**config.mk**
```make
export PLATFORM = sky130hd
export DESIGN_NAME = mcs_select
export DESIGN_NICKNAME = d
export VERILOG_FILES = /design/src/hw/mcs_pkg.sv /design/src/hw/mcs_sync.sv /design/src/hw/mcs_select.sv
export SDC_FILE = /design/constraint.sdc
export NUM_CORES = 1
export LEC_CHECK = 0
export BUFFER_PORTS_ARGS = -buffer_cell sky130_fd_sc_hd__buf_2
export CAP_MARGIN = 20
export CELL_PAD_IN_SITES_DETAIL_PLACEMENT = 0
export CELL_PAD_IN_SITES_GLOBAL_PLACEMENT = 1
export CORE_ASPECT_RATIO = 1.1
export CORE_MARGIN = 2
export CORE_UTILIZATION = 38
export CTS_CLUSTER_SIZE = 14
export DETAILED_ROUTE_END_ITERATION = 7
export MAX_ROUTING_LAYER = met4
export PLACE_DENSITY_LB_ADDON = 0.25
export SYNTH_ARGS = -nofsm -noshare
export SYNTH_HDL_FRONTEND = slang
export SYNTH_SLANG_ARGS = --single-unit
```
**constraint.sdc**
```tcl
create_clock -name clk -period 1.88 [get_ports clk]
set_clock_uncertainty 0.2 [all_clocks]
set_input_delay 0 -clock clk [delete_from_list [all_inputs] [get_ports clk]]
set_output_delay 0 -clock clk [all_outputs]
set_load 0.01 [all_outputs]
```
**src/hw/mcs_pkg.sv**
```systemverilog
// package of constants and types for the memory card segment and bank select
package mcs_pkg;
    // configuration strap encodings
    localparam logic MCS_POL_LOW = 1'h0;
    localparam logic MCS_POL_HIGH = 1'h1;
    // reset values of registered outputs
    localparam logic MCS_RST_SEL = 1'h0;
    localparam logic [1:0] MCS_RST_BANK = 2'h0;
    localparam logic MCS_RST_OE = 1'h0;
    localparam logic MCS_RST_WE = 1'h0;
    localparam logic [1:0] MCS_RST_STATE = 2'h0;
    // edges from a settled pin to the registered answer: two sync stages plus one
    localparam int MCS_RESP_LATENCY = 3;
    // bank index encoding, primary selected while memex low
    localparam int MCS_BANK_PRIMARY = 0;
    localparam int MCS_BANK_EXPANDED = 1;
    // one-hot segment code limits used by control software
    localparam logic [7:0] MCS_SEG_CODE_FIRST = 8'h01;
    localparam logic [7:0] MCS_SEG_CODE_LAST = 8'h80;
    // access states
    typedef enum logic [1:0]
    {
        MCS_IDLE = 2'b00,
        MCS_SERVE = 2'b01,
        MCS_IGNORE = 2'b10
    } mcs_state_t;
endpackage

```
**src/hw/mcs_sync.sv**
```systemverilog
// two flip-flop synchroniser for pin-level inputs
`timescale 1ns/100ps
module mcs_sync
#(
    parameter int WIDTH = 1
)
(
    input wire logic clk,
    input wire logic sys_rst,
    input wire logic [WIDTH-1:0] asyncIn,
    output logic [WIDTH-1:0] syncOut
);
    logic [WIDTH-1:0] stage1_r;

    // first stage is read only by the second stage
    always_ff @(posedge clk)
    begin
        if (sys_rst)
        begin
            stage1_r <= '0;
            syncOut <= '0;
        end
        else
        begin
            stage1_r <= asyncIn;
            syncOut <= stage1_r;
        end
    end
endmodule

```
**src/hw/mcs_select.sv**
```systemverilog
// card-level segment and bank select for a byte-wide memory card
// Functional notes
// - group enable comes on its own connector input, separate from bus signals
// - cards sharing a range: only the one with active group enable responds
// - group enable polarity is configurable, active low or active high
// - low polarity enabled while input low; high polarity while input high
// - in two-bank mode one bank answers memex low, other memex high
// - primary bank selected with memex low or in single-bank mode, expanded bank with memex high in two-bank mode
`timescale 1ns/100ps
module mcs_select
    import mcs_pkg::*;
(
    input wire logic clk,
    input wire logic sys_rst,
    input wire logic groupEnPin,
    input wire logic groupEnWired,
    input wire logic groupPolHigh,
    input wire logic twoBankMode,
    input wire logic memex,
    input wire logic memReq_n,
    input wire logic memRd_n,
    input wire logic memWr_n,
    input wire logic addrInRange,
    output logic cardSel_r,
    output logic [1:0] bankSel_r,
    output logic dataOe_r,
    output logic memWrEn_r,
    output logic [1:0] state_r
);
    logic [8:0] pinSync;
    logic grpSync;
    logic memexSync;
    logic reqAct;
    logic rdAct;
    logic wrAct;
    logic rangeSync;
    logic wiredSync;
    logic polSync;
    logic twoSync;
    logic reqSync_n;
    logic rdSync_n;
    logic wrSync_n;
    logic groupActive;
    logic cardHit;
    logic [1:0] bankNxt;
    mcs_state_t st_r;

    // all pins and straps cross into clk before any logic reads them;
    // strobes enter inverted so the cleared synchroniser reads as idle,
    // otherwise a phantom request would show for two cycles after reset
    mcs_sync #(.WIDTH(9)) uSync
    (
        .clk(clk),
        .sys_rst(sys_rst),
        .asyncIn({groupEnPin, memex, ~memReq_n, ~memRd_n, ~memWr_n, addrInRange, groupEnWired,
            groupPolHigh, twoBankMode}),
        .syncOut(pinSync)
    );
    assign {grpSync, memexSync, reqAct, rdAct, wrAct, rangeSync, wiredSync, polSync,
        twoSync} = pinSync;
    // back to active-low form for the decode below
    assign reqSync_n = ~reqAct;
    assign rdSync_n = ~rdAct;
    assign wrSync_n = ~wrAct;

    // an unwired connector leaves the card always enabled
    assign groupActive = wiredSync ? (polSync ? grpSync : ~grpSync) : 1'h1;
    // range hit counts only while this card's group line is active
    assign cardHit = groupActive && rangeSync && !reqSync_n;

    // bank choice; single-bank mode always uses the primary bank
    always_comb
    begin
        bankNxt = 2'h0;
        if (cardHit)
        begin
            if (twoSync && memexSync)
                bankNxt[MCS_BANK_EXPANDED] = 1'b1;
            else
                bankNxt[MCS_BANK_PRIMARY] = 1'b1;
        end
    end

    // access tracking, refusal recorded in st_r; the select outputs follow cardHit and do not read it
    always_ff @(posedge clk)
    begin
        if (sys_rst)
            st_r <= MCS_IDLE;
        else
        begin
            unique case (st_r)
                MCS_IDLE:
                    if (!reqSync_n)
                        st_r <= cardHit ? MCS_SERVE : MCS_IGNORE;
                MCS_SERVE, MCS_IGNORE:
                    if (reqSync_n)
                        st_r <= MCS_IDLE;
                default:
                    st_r <= MCS_IDLE;
            endcase
        end
    end

    // card select: answers only while group, range and request agree
    always_ff @(posedge clk)
    begin
        if (sys_rst)
            cardSel_r <= MCS_RST_SEL;
        else
            cardSel_r <= cardHit;
    end

    // bank lines follow the decode; both stay low when the card is not hit
    always_ff @(posedge clk)
    begin
        if (sys_rst)
            bankSel_r <= MCS_RST_BANK;
        else
            bankSel_r <= bankNxt;
    end

    // data drive only on a selected read, so a foreign card never fights the bus
    always_ff @(posedge clk)
    begin
        if (sys_rst)
            dataOe_r <= MCS_RST_OE;
        else
            dataOe_r <= cardHit && !rdSync_n;
    end

    // write strobe to memory only on a selected write
    always_ff @(posedge clk)
    begin
        if (sys_rst)
            memWrEn_r <= MCS_RST_WE;
        else
            memWrEn_r <= cardHit && !wrSync_n;
    end

    // visible copy of the access state, one edge behind the tracker
    always_ff @(posedge clk)
    begin
        if (sys_rst)
            state_r <= MCS_RST_STATE;
        else
            state_r <= st_r;
    end

    // checks; all run on clk and sleep during reset
    // the |=> checks hold a registered output one edge after the synced inputs that set it; the rest compare outputs in one cycle
    // group activity is worked out here from the synced pins, not from groupActive

    chk_bank_onehot: assert property (@(posedge clk) disable iff (sys_rst)
        !(bankSel_r[0] && bankSel_r[1]))
        else $error("both banks selected");

    chk_unsel_quiet: assert property (@(posedge clk) disable iff (sys_rst)
        !cardSel_r |-> (!dataOe_r && !memWrEn_r))
        else $error("unselected card drives or writes");

    chk_bank_needs_sel: assert property (@(posedge clk) disable iff (sys_rst)
        (bankSel_r != 2'h0) |-> cardSel_r)
        else $error("bank active without card select");

    chk_pol_low: assert property (@(posedge clk) disable iff (sys_rst)
        (wiredSync && !polSync && grpSync) |=> !cardSel_r)
        else $error("low polarity card selected with line high");

    chk_pol_high: assert property (@(posedge clk) disable iff (sys_rst)
        (wiredSync && polSync && !grpSync) |=> !cardSel_r)
        else $error("high polarity card selected with line low");

    chk_primary_bank: assert property (@(posedge clk) disable iff (sys_rst)
        (cardHit && !memexSync) |=> bankSel_r[MCS_BANK_PRIMARY])
        else $error("primary bank not chosen with memex low");

    chk_expanded_bank: assert property (@(posedge clk) disable iff (sys_rst)
        (cardHit && memexSync && twoSync) |=> bankSel_r[MCS_BANK_EXPANDED])
        else $error("expanded bank not chosen with memex high");

    chk_unwired_en: assert property (@(posedge clk) disable iff (sys_rst)
        (!wiredSync && rangeSync && !reqSync_n) |=> cardSel_r)
        else $error("unwired card failed to respond");

    chk_pol_low_on: assert property (@(posedge clk) disable iff (sys_rst)
        (wiredSync && !polSync && !grpSync && rangeSync && !reqSync_n) |=> cardSel_r)
        else $error("low polarity card not selected with line low");

    chk_pol_high_on: assert property (@(posedge clk) disable iff (sys_rst)
        (wiredSync && polSync && grpSync && rangeSync && !reqSync_n) |=> cardSel_r)
        else $error("high polarity card not selected with line high");

    chk_range_miss: assert property (@(posedge clk) disable iff (sys_rst)
        !rangeSync |=> !cardSel_r)
        else $error("card answered outside its range");

    chk_idle_quiet: assert property (@(posedge clk) disable iff (sys_rst)
        reqSync_n |=> (!cardSel_r && bankSel_r == 2'h0 && !dataOe_r && !memWrEn_r))
        else $error("outputs active without a request");

    chk_single_bank: assert property (@(posedge clk) disable iff (sys_rst)
        (cardHit && !twoSync) |=> (bankSel_r[MCS_BANK_PRIMARY] && !bankSel_r[MCS_BANK_EXPANDED]))
        else $error("single-bank card left the primary bank");

    chk_read_drive: assert property (@(posedge clk) disable iff (sys_rst)
        (cardHit && !rdSync_n) |=> dataOe_r)
        else $error("selected read did not drive data");

    chk_write_pass: assert property (@(posedge clk) disable iff (sys_rst)
        (cardHit && !wrSync_n) |=> memWrEn_r)
        else $error("selected write not passed to memory");

    chk_group_off: assert property (@(posedge clk) disable iff (sys_rst)
        (wiredSync && (polSync != grpSync)) |=> (!dataOe_r && !memWrEn_r))
        else $error("inactive group line let the card drive or write");

    chk_reset_quiet: assert property (@(posedge clk) disable iff (sys_rst)
        $past(sys_rst) |-> (!cardSel_r && !dataOe_r && !memWrEn_r && state_r == MCS_RST_STATE))
        else $error("outputs not at rest after reset");

    chk_state_ignore: assert property (@(posedge clk) disable iff (sys_rst)
        (st_r == MCS_IDLE && !reqSync_n && !cardHit) |=> (st_r == MCS_IGNORE))
        else $error("foreign access not recorded as ignored");
endmodule

```
==> results.json <==
{
  "slowest_stage": "dlygate4sd3_1",
  "hold_viol": 0,
  "finalSetupViolations": 0,
  "critPathKind": "in -> reg",
  "drive_above_1_share_pct": 23.36,
  "grt_pass1_vias": 481,
  "clkLatencyLatePin_ps": 310,
  "dp_hpwl_um": 651.3,
  "root_buffer": "clkbuf_4",
  "maxSlewHeadroom_pct": 74.09,
  "grt_pass1_wl_mm": 2.056,
  "dp.cells": 112,
  "global_route.overflow_total": 0,
  "outcome": "completed",
  "vias": 547,
  "synth.largest_area_cell": "dfxtp_1",
  "crit_required_ps": 1900,
  "cts.path.max_buffers": 2,
  "critPathBufInv": 3,
  "ioPinCount": 18,
  "die-height_um": 52.07,
  "cap_violations": 0,
  "cts_tree": "built",
  "n_antenna_cell": 0,
  "track_usage_pct": 12.68,
  "core_um2": 1999,
  "drcViolationCount": 0,
  "instances_no_fill": 135,
  "avgSynthCellArea_um2": 11.57,
  "synth_area_leaders": "dfxtp_1, nor2b_1, nor2_1",
  "syn_inst": 69,
  "period_needed_ps": 1612,
  "syn2layout_area_growth_pct": 41.22,
  "port_buffers": 17,
  "num_rows": 17,
  "critPathCaptureType": "flip-flop",
  "seq_area_frac_synth_pct": 67.71,
  "arrival_ps": 1630,
  "synth-edff-count": 0,
  "mostFrequentLayoutCell": "dfxtp_1",
  "antenna_found_initial": 0,
  "netlist.area_leader.share_pct": 67.71,
  "rsz0062_at_grt": "no",
  "min_path_type": "reg -> reg",
  "die_area_um2": 2484,
  "drt_pass1_iterations": 3,
  "drtIter0Drc": 1,
  "wirelength_mm": 1.181,
  "cts.sinks": 27,
  "worstMarginPinSlew_ps": 388.6,
  "fmax_mhz": 620.3,
  "numCtsBuffers": 3,
  "fin_setup_tns_ps": 0,
  "start_util_pct": 39.92,
  "grt_max_degree": 25,
  "p_leak_uw": 0.0005074,
  "path_max_fanout": 24,
  "synth-main-ff-cell": "dfxtp_1",
  "path_delay_family": "buffers and inverters",
  "place_congestion": 0.6024,
  "synth_seq_cells": 27,
  "path_cells": "dlygate4sd3_1 > buf_2 > and2b_1 > dlygate4sd3_1",
  "vdd_drop_max_v": 0.0005769,
  "syn_nets": 81,
  "die_w_um": 47.70,
  "slowest_delay_ps": 540,
  "cts_resized": 0,
  "post_cts_buffers": 0,
  "hold_ws_ps": 233.6,
  "viasPerCell": 4.052,
  "path_common_cell": "dlygate4sd3_1",
  "fin_crit_sh_pct": 85.74,
  "synthArstFlopShare_pct": 0,
  "fin_nets": 120,
  "ys_types": 20,
  "layout_common_cells": "dfxtp_1, dlygate4sd3_1, buf_2",
  "htreeDepth": 1,
  "synth.cell_area_um2": 798.3,
  "slew_viol_final": 0,
  "wire_per_inst_um": 8.748,
  "p_per_area_nw_per_um2": 807.5,
  "clkSlewWorstSetupHoldPaths_ps": 140,
  "ant_nets": 0,
  "critPathLaunchType": "input pin",
  "yosysWarningCount": 0,
  "nFillCells": 197
}
## report_power, final
part | switching, µW | internal (µW) | total, µW
Combinational | 24.9 | 47.1 | 72.0
Clock | 158 | 82.9 | 241
Sequential | 5.20 | 592 | 598
Total | 188 | 723 | 910
## through the flow
step                      total power, µW  area (µm²)  worst slack [ps]  utilization (%)
after floorplan                     636.0       798.3             505.8                -
after global placement              650.9       910.9             479.8            45.56
after detailed placement            652.9       910.9             435.2            45.56
after CTS                           920.5        1127             252.6            56.38
after global routing                962.3        1127             190.7            56.38
final                               910.4        1127             268.0            56.38
## cell families (layout without fill, tap and decap cells)
| family | Yosys count | count (layout) | synth area share (%) |
|---|---|---|---|
| buffers and inverters | 4 | 42 | 1.882 |
| flip-flops | 27 | 27 | 67.71 |
| AND/OR/NAND/NOR | 29 | 29 | 20.85 |
| adder cells (fa/ha/maj) | 1 | 1 | 1.567 |
| XOR/XNOR | 1 | 1 | 1.097 |
| AO/OA/AOI/OAI | 7 | 7 | 6.896 |
## synthesized netlist by cell type, types with 2 or more instances
cell      number
nor2_1         5
and2_2         2
dfxtp_1       27
nor2b_1       15
clkbuf_1       2
nand2_1        3
inv_1          2
## final cells by class
type	instances	area [µm²]	area share (%)
inverters	2	7.507	0.6659
multi-input cells	38	242.7	21.53
flip-flops and latches	27	540.5	47.95
clock buffers	4	26.28	2.331
repair buffers	36	275.3	24.42
well taps	28	35.03	3.108
## worst paths after layout
kind	start	endpoint	slack, ps	cells after the start
max	sys_rst	uSync.stage1_r[2]	270	4
min	uSync.syncOut[7]	bankSel_r[0]	230	1
max reg2reg	st_r[0]	st_r[1]	420	4
min reg2reg	uSync.syncOut[7]	bankSel_r[0]	230	1
## state kept, by name, indices dropped and copies added, names as in the netlist
signal and cells:
bankSel_r 2, cardSel_r 1, dataOe_r 1, memWrEn_r 1, st_r 2, state_r 2
uSync.stage1_r 9, uSync.syncOut 9
## routing by layer
metal | vias up | global-route usage (%) | part of all wire, %
met5 | - | - | 0
met4 | 0 | 8.108 | 0.85
met3 | 2 | 3.125 | 4.4
met2 | 13 | 20.67 | 53
met1 | 239 | 13.04 | 41
li1 | 293 | - | -
## what timing repair did
action,4_1_cts,5_1_grt
hold buffers,19,0
endpoints found under the hold margin,21,0
setup endpoints to repair,0,0
(Power assumes the default switching activity.)
